===== src/aies_pkg.sv =====
package aies_pkg;

  // ****************************************************************
  // Register map
  // ****************************************************************
  localparam int         ADDR_W          = 6;
  localparam int         DATA_W          = 8;
  localparam logic [5:0] ADDR_SEC_ENABLE = 6'h03;
  localparam logic [5:0] ADDR_SEC_FLAGS  = 6'h05;
  localparam logic [5:0] ADDR_ERROR      = 6'h06;

  // ****************************************************************
  // Reset values
  // ****************************************************************
  localparam logic [7:0] RST_SEC_ENABLE  = 8'h00;
  localparam logic [7:0] RST_SEC_FLAGS   = 8'h00;
  localparam logic [7:0] RST_ERROR       = 8'h00;
  localparam logic [7:0] RST_READ_DATA   = 8'h00;
  localparam logic       RST_FLAG        = 1'b0;

  // ****************************************************************
  // Secondary flag and enable fields
  // ****************************************************************
  localparam int         SEC_SELECT_BIT  = 7;
  localparam int         SEC_PUSHPULL_BIT = 7;
  localparam int         SEC_AUX_BIT     = 4;
  localparam int         SEC_CSUM_BIT    = 2;
  localparam logic [7:0] SEC_FLAG_MASK   = 8'h14;
  localparam logic [7:0] SEC_ENABLE_MASK = 8'h94;

  // ****************************************************************
  // Error flag fields
  // ****************************************************************
  localparam int         ERR_HOST_WRITE  = 7;
  localparam int         ERR_OVERHEAT    = 6;
  localparam int         ERR_RESERVED    = 5;
  localparam int         ERR_FIFO_FULL   = 4;
  localparam int         ERR_COLLISION   = 3;
  localparam int         ERR_CHECKSUM    = 2;
  localparam int         ERR_PARITY      = 1;
  localparam int         ERR_FRAME       = 0;
  localparam int         ERR_COUNT       = 8;
  localparam logic [7:0] ERR_RX_MASK     = 8'h0F;
  localparam logic [7:0] ERR_CMD_MASK    = 8'hBF;

endpackage : aies_pkg


===== src/aies_flag_if.sv =====
`timescale 1ns/1ps

interface aies_flag_if;
  logic set;
  logic clr;
  logic value;

  modport owner (input set, input clr, output value);
  modport user  (output set, output clr, input value);
endinterface : aies_flag_if


===== src/aies_edge_detect.sv =====
`timescale 1ns/1ps

module aies_edge_detect
  import aies_pkg::*;
(
  input  wire logic clock,
  input  wire logic reset_n,
  input  wire logic level,
  output logic      edgePulse
);

  logic prevLevel;
  logic armed;
  logic next_prevLevel;
  logic next_armed;

  // ****************************************************************
  // Arms one cycle after reset so the first sample is no edge
  // ****************************************************************
  always_comb begin
    next_prevLevel = level;
    next_armed     = 1'b1;
  end

  always_ff @(posedge clock) begin
    if (!reset_n) begin
      prevLevel <= RST_FLAG;
      armed     <= RST_FLAG;
    end else begin
      prevLevel <= next_prevLevel;
      armed     <= next_armed;
    end
  end

  assign edgePulse = armed && (level != prevLevel);

endmodule : aies_edge_detect


===== src/aies_sticky_flag.sv =====
`timescale 1ns/1ps

module aies_sticky_flag
  import aies_pkg::*;
(
  input  wire logic   clock,
  input  wire logic   reset_n,
  aies_flag_if.owner  port
);

  logic flag;
  logic next_flag;

  // ****************************************************************
  // Set dominates clear, otherwise hold
  // ****************************************************************
  always_comb begin
    next_flag = flag;
    if (port.set) begin
      next_flag = 1'b1;
    end else if (port.clr) begin
      next_flag = 1'b0;
    end
  end

  always_ff @(posedge clock) begin
    if (!reset_n) begin
      flag <= RST_FLAG;
    end else begin
      flag <= next_flag;
    end
  end

  assign port.value = flag;

endmodule : aies_sticky_flag


===== src/aux_irq_and_error_status.sv =====
`timescale 1ns/1ps

module aux_irq_and_error_status
  import aies_pkg::*;
(
  input  wire logic              clock,
  input  wire logic              reset_n,
  input  wire logic [ADDR_W-1:0] regAddr,
  input  wire logic              regWrite,
  input  wire logic              regRead,
  input  wire logic [DATA_W-1:0] regWriteData,
  output logic      [DATA_W-1:0] regReadData,
  input  wire logic              auxSerialInput,
  input  wire logic              checksumCalcRunning,
  input  wire logic              checksumDataDone,
  input  wire logic              hostFifoWrite,
  input  wire logic              authRunning,
  input  wire logic              txRxGap,
  input  wire logic              overheatDetect,
  input  wire logic              overheatClear,
  input  wire logic              fifoFullWrite,
  input  wire logic              rateIsLowest,
  input  wire logic              bitCollision,
  input  wire logic              rxChecksumEnable,
  input  wire logic              rxChecksumBad,
  input  wire logic              parityFail,
  input  wire logic              frameStartBad,
  input  wire logic              authByteCountBad,
  input  wire logic              rxStartup,
  input  wire logic              commandStart,
  output logic      [DATA_W-1:0] errorFlags,
  output logic      [DATA_W-1:0] secondaryFlags,
  output logic                   errorEvent,
  output logic                   secondaryIrqRequest,
  output logic                   irqPushPull,
  output logic                   antennaDriversOff
);

  // ****************************************************************
  // Register access decode
  // ****************************************************************
  logic wrSecFlags;
  logic wrSecEnable;
  logic swSelect;

  assign wrSecFlags  = regWrite && (regAddr == ADDR_SEC_FLAGS);
  assign wrSecEnable = regWrite && (regAddr == ADDR_SEC_ENABLE);
  assign swSelect    = regWriteData[SEC_SELECT_BIT];

  // ****************************************************************
  // Secondary enable register
  // ****************************************************************
  logic [DATA_W-1:0] secEnable;
  logic [DATA_W-1:0] next_secEnable;

  always_comb begin
    next_secEnable = secEnable;
    if (wrSecEnable) begin
      next_secEnable = regWriteData & SEC_ENABLE_MASK;
    end
  end

  always_ff @(posedge clock) begin
    if (!reset_n) begin
      secEnable <= RST_SEC_ENABLE;
    end else begin
      secEnable <= next_secEnable;
    end
  end

  assign irqPushPull = secEnable[SEC_PUSHPULL_BIT];

  // ****************************************************************
  // Secondary event flags
  // ****************************************************************
  logic auxEdge;
  logic auxFlag;
  logic csumFlag;
  logic csumDone;

  aies_flag_if auxIf ();
  aies_flag_if csumIf ();

  aies_edge_detect u_aux_edge (
    .clock     (clock),
    .reset_n   (reset_n),
    .level     (auxSerialInput),
    .edgePulse (auxEdge)
  );

  assign csumDone = checksumCalcRunning && checksumDataDone;

  assign auxIf.set  = auxEdge ||
                      (wrSecFlags && swSelect && regWriteData[SEC_AUX_BIT]);
  assign auxIf.clr  = wrSecFlags && !swSelect && regWriteData[SEC_AUX_BIT];
  assign csumIf.set = csumDone ||
                      (wrSecFlags && swSelect && regWriteData[SEC_CSUM_BIT]);
  assign csumIf.clr = wrSecFlags && !swSelect && regWriteData[SEC_CSUM_BIT];

  aies_sticky_flag u_aux_flag (
    .clock   (clock),
    .reset_n (reset_n),
    .port    (auxIf.owner)
  );

  aies_sticky_flag u_csum_flag (
    .clock   (clock),
    .reset_n (reset_n),
    .port    (csumIf.owner)
  );

  assign auxFlag  = auxIf.value;
  assign csumFlag = csumIf.value;

  always_comb begin
    secondaryFlags               = RST_SEC_FLAGS;
    secondaryFlags[SEC_AUX_BIT]  = auxFlag;
    secondaryFlags[SEC_CSUM_BIT] = csumFlag;
  end

  // ****************************************************************
  // Error flag set and clear terms
  // ****************************************************************
  logic [ERR_COUNT-1:0] errSet;
  logic [ERR_COUNT-1:0] errClr;
  logic [ERR_COUNT-1:0] errValue;

  always_comb begin
    errSet                 = '0;
    errSet[ERR_HOST_WRITE] = hostFifoWrite && (authRunning || txRxGap);
    errSet[ERR_OVERHEAT]   = overheatDetect;
    errSet[ERR_FIFO_FULL]  = fifoFullWrite;
    errSet[ERR_COLLISION]  = bitCollision && rateIsLowest;
    errSet[ERR_CHECKSUM]   = rxChecksumEnable && rxChecksumBad;
    errSet[ERR_PARITY]     = parityFail && rateIsLowest;
    errSet[ERR_FRAME]      = (frameStartBad && rateIsLowest) ||
                             (authRunning && authByteCountBad);
    errClr = '0;
    if (rxStartup) begin
      errClr = errClr | ERR_RX_MASK;
    end
    if (commandStart) begin
      errClr = errClr | ERR_CMD_MASK;
    end
    errClr[ERR_OVERHEAT]  = overheatClear;
    errClr[ERR_COLLISION] = errClr[ERR_COLLISION] || !rateIsLowest;
  end

  // One sticky cell per error bit; the reserved cell is never set
  aies_flag_if errIf [ERR_COUNT] ();

  for (genvar i = 0; i < ERR_COUNT; i++) begin : g_err
    assign errIf[i].set = (i == ERR_RESERVED) ? 1'b0 : errSet[i];
    assign errIf[i].clr = errClr[i];
    assign errValue[i]  = errIf[i].value;
    aies_sticky_flag u_err_flag (
      .clock   (clock),
      .reset_n (reset_n),
      .port    (errIf[i].owner)
    );
  end

  assign errorFlags        = errValue;
  assign antennaDriversOff = errValue[ERR_OVERHEAT];

  // ****************************************************************
  // Event and request outputs
  // ****************************************************************
  logic errEvt;
  logic secReq;
  logic next_errEvt;
  logic next_secReq;

  always_comb begin
    next_errEvt = |errValue;
    next_secReq = (csumFlag && secEnable[SEC_CSUM_BIT]) ||
                  (auxFlag && secEnable[SEC_AUX_BIT]);
  end

  always_ff @(posedge clock) begin
    if (!reset_n) begin
      errEvt <= RST_FLAG;
      secReq <= RST_FLAG;
    end else begin
      errEvt <= next_errEvt;
      secReq <= next_secReq;
    end
  end

  assign errorEvent          = errEvt;
  assign secondaryIrqRequest = secReq;

  // ****************************************************************
  // Read data; error register ignores writes
  // ****************************************************************
  logic [DATA_W-1:0] rdData;
  logic [DATA_W-1:0] next_rdData;

  always_comb begin
    next_rdData = rdData;
    if (regRead) begin
      case (regAddr)
        ADDR_SEC_ENABLE: begin
          next_rdData = secEnable;
        end
        ADDR_SEC_FLAGS: begin
          next_rdData = secondaryFlags;
        end
        ADDR_ERROR: begin
          next_rdData = errValue;
        end
        default: begin
          next_rdData = RST_READ_DATA;
        end
      endcase
    end
  end

  always_ff @(posedge clock) begin
    if (!reset_n) begin
      rdData <= RST_READ_DATA;
    end else begin
      rdData <= next_rdData;
    end
  end

  assign regReadData = rdData;
endmodule : aux_irq_and_error_status


===== config.mk =====
export PLATFORM = sky130hd
export DESIGN_NAME = aux_irq_and_error_status
export DESIGN_NICKNAME = d
export VERILOG_FILES = /design/src/aies_pkg.sv /design/src/aies_flag_if.sv /design/src/aies_edge_detect.sv /design/src/aies_sticky_flag.sv /design/src/aux_irq_and_error_status.sv
export SDC_FILE = /design/constraint.sdc
export NUM_CORES = 1
export LEC_CHECK = 0
export ABC_CLOCK_PERIOD_IN_PS = 1410
export BUFFER_PORTS_ARGS = -buffer_cell sky130_fd_sc_hd__buf_2
export CORE_UTILIZATION = 43
export DETAILED_ROUTE_END_ITERATION = 16
export HOLD_SLACK_MARGIN = 0.03
export PLACE_DENSITY_LB_ADDON = 0.15
export REMOVE_ABC_BUFFERS = 1
export SLEW_MARGIN = 20
export SYNTH_ARGS = -nofsm -noshare
export SYNTH_HDL_FRONTEND = slang
export SYNTH_SLANG_ARGS = --single-unit

===== constraint.sdc =====
create_clock -name clock -period 1.41 [get_ports clock]
set_input_delay 0.3525 -clock clock [delete_from_list [all_inputs] [get_ports clock]]
set_output_delay 0.3525 -clock clock [all_outputs]
set_load 0.01 [all_outputs]

==> out/results.txt, run 1 <==
outcome -> finished clean
Design Area, Final -> 1330 um^2
CP startpoint -> g_err[0].u_err_flag.port.value
most frequent cells in the layout -> buf_2, dfxtp_1, a21oi_1
area of the multi-input gates -> 522 um^2
CP max FO -> 4
dpl hpwl -> 1960 um
worst hold path startpoint -> bitCollision
non-filler cells, final -> 200
Row Count -> 18
sequential power share -> 58.8%
Wirelength per Cell -> 12.7 um
internal power -> 0.000872 W
clock net sink count -> 23
final wirelength -> 2540 um
Hold Vio Cnt, Final -> 0
Max Fclk -> 811 MHz
slowest CP cell -> dfxtp_1
Syn Area/Cell -> 8.89 um^2
combinational power share -> 15.8%
clk slew on worst S/H paths -> 0.12 ns
antenna violations before repair -> 0
Initial Utilization -> 45.9%
Area growth, synth to finish -> 16.6%
root buffer cell -> clkbuf_4
Synth cell types -> 31
final setup vio count -> 0
largest net degree at the start of global routing -> 13
number of vias in the routed layout -> 1043
vias in the first global route -> 894
htree depth -> 1
antenna-violating nets left -> 0
grt total ovfl -> 0
Worst Path Arrival -> 0.88 ns
fin. max-slew vios -> 0
worst clock skew -> 0.00494 ns
first-pass GRT wire length -> 3910 um
commonest non-fill, non-tap cell in the layout -> buf_2
CP Cell Sequence -> buf_2
CP peak stage delay -> 0.42 ns
layout cells sized above 1 -> 35.3%
CTS Buf Count -> 3
Setup Fix Bufs, Post-CTS -> 0
WL met1 -> 1110 um
sequential area share after synthesis -> 40.5%
initial DRC count -> 27
fin crit share -> 87.5%
Worst Path Buf+Inv -> 1
met3 wire length -> 150 um
Met2 Wirelength -> 1260 um
Final min period -> 1.23 ns
Filler cells -> 267
RePlAce Congestion -> 0.771
Syn Inst Count -> 128
Die ar. -> 2850 um^2
CTS Hold Bufs -> 0
max layer used -> met4
Post-Route Utilization -> 53.5%
Psw -> 0.000318 W
CP top delay family -> flip-flops
DR pass1 iterations -> 4
Cell Area, Placed -> 1300 um^2
RSZ-0062 raised after global routing -> no
Hold Path Class -> primary input to flip-flop
Synth Cell Area -> 1140 um^2
Yosys reg bits -> 23
GRT Util Overall -> 18.9%
Max Root-Sink Buffers -> 2
ant diodes -> 0
startpoint types -> flip-flop
clock power share -> 25.4%
port bufs -> 50
placed insts -> 196
clk_lat worst skew -> 0.31 ns
Reg area -> 460 um^2
reg2reg start -> g_err[2].u_err_flag.port.value
nets -> 207
max cap viols -> 0
cts repair resizes -> 0
die height -> 53.4 um
CTS tree -> built
core region area -> 2480 um^2
DRC viols -> 0
Yosys warning total -> 0
critical path class -> flip-flop to output port
Pwr Density -> 897 nW/um^2
Leakage -> 0.619 nW
IO Count -> 64
die width -> 53.4 um
switching share of power -> 26.7%
CP endpoint kind -> output port
required time worst endpoint -> 1.06 ns
reg2reg setup slack -> 0.51 ns
VDD IR-drop max -> 0.799 mV
Via density -> 5.22
final setup TNS -> 0 ns
==> Yosys cell counts <==
library cell / count / area [um^2]
nand3b_1: 2 / 15.0
nand4_1: 5 / 31.3
nor3_1: 2 / 10.0
nand4b_1: 2 / 17.5
a22oi_1: 3 / 22.5
a221oi_1: 1 / 8.76
nor2b_1: 1 / 6.26
nor3b_1: 1 / 7.51
nand3_1: 8 / 40.0
buf_4: 17 / 128
and2_1: 1 / 6.26
clkbuf_8: 1 / 13.8
nand2_1: 7 / 26.3
and4bb_2: 3 / 37.5
a31oi_1: 4 / 25.0
buf_6: 1 / 11.3
o21ai_1: 3 / 15.0
inv_1: 4 / 15.0
or4b_4: 1 / 13.8
nor4_1: 1 / 6.26
dfxtp_1: 23 / 460
a21oi_1: 14 / 70.1
a222oi_1: 1 / 10.0
clkbuf_1: 1 / 3.75
conb_1: 1 / 3.75
o21ai_0: 5 / 25.0
nor4b_4: 1 / 23.8
clkdlybuf4s15_1: 1 / 10.0
xor2_1: 1 / 8.76
nor2_1: 8 / 30.0
and3b_1: 4 / 35.0
==> flip-flops by register name, summed over array words and instances (netlist names) <==
name and cells:
g_err.u_err_flag.port.value 7, u_aux_flag.port.value 1, u_aux_edge.armed 1, secEnable 3
u_aux_edge.prevLevel 1, errorEvent 1, secondaryIrqRequest 1, u_csum_flag.port.value 1
regReadData 7
==> per-stage QoR <==
step | hold WS (ns) | worst slack, ns | power, W
2_1_floorplan | 0.380 | 0.196 | 0.000795
3_3_place_gp | 0.447 | 0.0330 | 0.000896
3_5_place_dp | 0.456 | 0.0228 | 0.000901
4_1_cts | 0.244 | 0.171 | 0.00120
5_1_grt | 0.249 | 0.123 | 0.00125
6_report | 0.249 | 0.177 | 0.00119
==> worst register-to-register path: cells and delay by family (launching register included) <==
family             cells  cell delay (ns)
AOI/OAI and AO/OA      2             0.26
and+or+nand+nor        1             0.19
DFF                    1             0.36
==> power by group through the flow <==
stage | sequential [W] | clock (W) | combinational (W)
6_report | 0.000700 | 0.000302 | 0.000189
3_5_place_dp | 0.000714 | 0 | 0.000187
5_1_grt | 0.000703 | 0.000333 | 0.000210
2_1_floorplan | 0.000722 | 0 | 0.0000733
3_3_place_gp | 0.000713 | 0 | 0.000183
4_1_cts | 0.000699 | 0.000310 | 0.000188
==> routing by layer <==
layer | global-route usage, % | vias to the layer above
met3 | 5.17 | 4
met5 | 0 | -
li1 | - | 523
met4 | 5.26 | 0
met2 | 31.9 | 43
met1 | 23.2 | 473
==> layout make-up <==
class,instances,share of cell area (%)
Inverter,4,1.13
Clock buffer,4,1.98
Tap cell,30,2.83
Sequential cell,23,34.7
Timing Repair Buffer,52,20.0
Multi-Input combinational cell,87,39.3
==> cell families (layout without fill, tap and decap cells) <==
kind of cell	after synthesis	count (layout)	synth area share (%)
AO/OA/AOI/OAI	31	31	15.5
XOR/XNOR	1	1	0.770
buffers and inverters	25	60	16.0
flip-flops	23	23	40.5
other	1	8	0.330
AND/OR/NAND/NOR	47	47	27.0
==> final timing paths <==
kind / cells after the start / end
min: 3 / g_err[3].u_err_flag.port.value
max: 1 / errorFlags[0]
min reg2reg: 2 / regReadData[6]
max reg2reg: 3 / regReadData[2]
(Power assumes the default switching activity.)
==> run 2, diff against run 1 <==
--- a/config.mk
+++ b/config.mk
@@ -7,7 +7,7 @@
 export LEC_CHECK = 0
 export ABC_CLOCK_PERIOD_IN_PS = 1410
 export BUFFER_PORTS_ARGS = -buffer_cell sky130_fd_sc_hd__buf_2
-export CORE_UTILIZATION = 43
+export CORE_UTILIZATION = 36
 export DETAILED_ROUTE_END_ITERATION = 16
 export HOLD_SLACK_MARGIN = 0.03
 export PLACE_DENSITY_LB_ADDON = 0.15
==> run 2 against run 1 <==
Net effect:
- register-to-register slack gained 0.03 ns
- die area is 19% higher
- first-iteration DRC count did not move
- critical endpoint is now errorFlags[3]
- sequential power about the same
- worst setup slack lost 0.0075 ns
- highest routed layer unchanged
- hold slack got worse by 0.0036 ns
- sequential share of layout area fell by 0.83 points
- fmax down 0.60%
- design area is 2.5% higher
- utilization down 8.7 points
==> out/results.txt, run 2 (synthesized netlist as in run 1, its figures left out) <==
slowest CP cell -> dfxtp_1
CTS Buf Count -> 3 (unchanged)
commonest non-fill, non-tap cell in the layout -> buf_2
Die ar. -> 3390 um^2 (+19%)
GRT Util Overall -> 16.4% (-2.5 points)
Via density -> 4.82 (-7.5%)
final setup vio count -> 0 (unchanged)
Hold Path End -> g_err[6].u_err_flag.port.value
Hold Crit Depth -> 3 (unchanged)
CTS Hold Bufs -> 0 (unchanged)
core region area -> 3030 um^2 (+22%)
R2R cell count -> 3 (unchanged)
Design Area, Final -> 1360 um^2 (+2.5%)
Final min period -> 1.24 ns (+0.00750 ns)
CP top delay family -> flip-flops
worst hold path startpoint -> overheatDetect
Max Root-Sink Buffers -> 2 (unchanged)
ant diodes -> 0 (unchanged)
Max Fclk -> 806 MHz (-0.60%)
Worst Path Buf+Inv -> 1 (unchanged)
CTS tree -> built
Final WS setup -> 0.169 ns (-0.00750 ns)
VDD IR-drop max -> 0.620 mV (-22%)
Hold Path Class -> primary input to flip-flop
most frequent cells in the layout -> buf_2, dfxtp_1, a21oi_1
Initial Utilization -> 37.6% (-8.3 points)
fin. max-slew vios -> 0 (unchanged)
Cell Area, Placed -> 1330 um^2 (+2.5%)
root buffer cell -> clkbuf_4
Pwr Density -> 876 nW/um^2 (-2.3%)
CP max FO -> 4 (unchanged)
dpl hpwl -> 2050 um (+4.2%)
fin crit share -> 88.0% (+0.53 points)
CP endpoint kind -> output port
Hold Worst Slack -> 0.245 ns (-0.00362 ns)
initial DRC count -> 27 (unchanged)
required time worst endpoint -> 1.06 ns (about the same)
final wirelength -> 2580 um (+1.5%)
Leakage -> 0.629 nW (+1.6%)
largest net degree at the start of global routing -> 13 (unchanged)
Area growth, synth to finish -> 19.5%
Setup Fix Bufs, Post-CTS -> 0 (unchanged)
FF-to-FF End -> regReadData[2]
pre-CTS setup slack -> 0.0335 ns (+0.0106 ns)
cts repair resizes -> 0 (unchanged)
critical path class -> flip-flop to output port
RePlAce Congestion -> 0.759 (-1.5%)
vias in the first global route -> 974 (+8.9%)
RSZ-0062 raised after global routing -> no
antenna violations before repair -> 0 (unchanged)
first-pass GRT wire length -> 4260 um (+9.2%)
htree depth -> 1 (unchanged)
Worst Path Arrival -> 0.89 ns (about the same)
final setup TNS -> 0 ns (unchanged)
port bufs -> 50 (unchanged)
DRC viols -> 0 (unchanged)
outcome -> finished clean
grt total ovfl -> 0 (unchanged)
clock net sink count -> 23 (unchanged)
IO Count -> 64 (unchanged)
CP peak stage delay -> 0.43 ns (about the same)
startpoint types -> flip-flop
CP Cell Sequence -> buf_2
reg2reg setup slack -> 0.54 ns (+0.03 ns)
Wirelength per Cell -> 11.9 um (-6.1%)
DR pass1 iterations -> 4 (unchanged)
die height -> 58.2 um (+8.9%)
worst clock skew -> 0.0107 ns (+0.00581 ns)
layout cells sized above 1 -> 36.0% (+0.75 points)
clk slew on worst S/H paths -> 0.13 ns (about the same)
max cap viols -> 0 (unchanged)
die width -> 58.2 um (+8.9%)
antenna-violating nets left -> 0 (unchanged)
nets -> 209 (+0.97%)
reg2reg start -> g_err[2].u_err_flag.port.value
Row Count -> 20 (+2)
clk_lat worst skew -> 0.31 ns (about the same)
number of vias in the routed layout -> 1042 (-0.096%)
Hold Vio Cnt, Final -> 0 (unchanged)
## run 2: cell count changes in the layout (fill, tap and decap cells not counted)
cell   delta
buf_4     +2
## run 2: how the worst max path moves through the flow
stage | startpoint | to | slack [ns] | depth (start not counted)
global route | g_err[3].u_err_flag.port.value | errorFlags[3] | 0.11 | 1
global placement | regAddr[3] | secEnable[7] | 0.05 | 4
detailed placement | regAddr[3] | secEnable[2] | 0.03 | 4
finish | g_err[3].u_err_flag.port.value | errorFlags[3] | 0.17 | 1
floorplan | regAddr[3] | regReadData[2] | 0.20 | 3
CTS | u_csum_flag.port.value | secondaryFlags[2] | 0.16 | 1
## run 2: routing by layer
layer | share of wire (%) | track usage (%) | up-vias | wire length (um)
li1 | - | - | 527 | -
met1 | 45 | 20.1 | 482 | 1170
met2 | 50 | 28.4 | 31 | 1290
met3 | 3.7 | 4.02 | 2 | 96
met4 | 0.89 | 5.10 | 0 | 23
met5 | 0 | 0 | - | 0
## run 2: report_power, final
group,internal (W),switching [W]
clock,0.000110,0.000187
sequential,0.000677,0.0000237
combinational,0.0000883,0.000105
total,0.000875,0.000315
## run 2: final cells by class
class	instances	area (um^2)
fill	319	1670
timing repair buffer	54	280
clock buffer	4	26.3
multi-input combinational	87	522
inverter	4	15.0
sequential	23	460
tap	44	55.1
## run 2: metrics by stage
stage,instances,total power [W],util (%)
global route,216,0.00126,44.9
floorplan,114,0.000795,-
detailed placement,212,0.000909,44.0
global placement,212,0.000904,44.0
finish,216,0.00119,44.9
CTS,216,0.00120,44.9
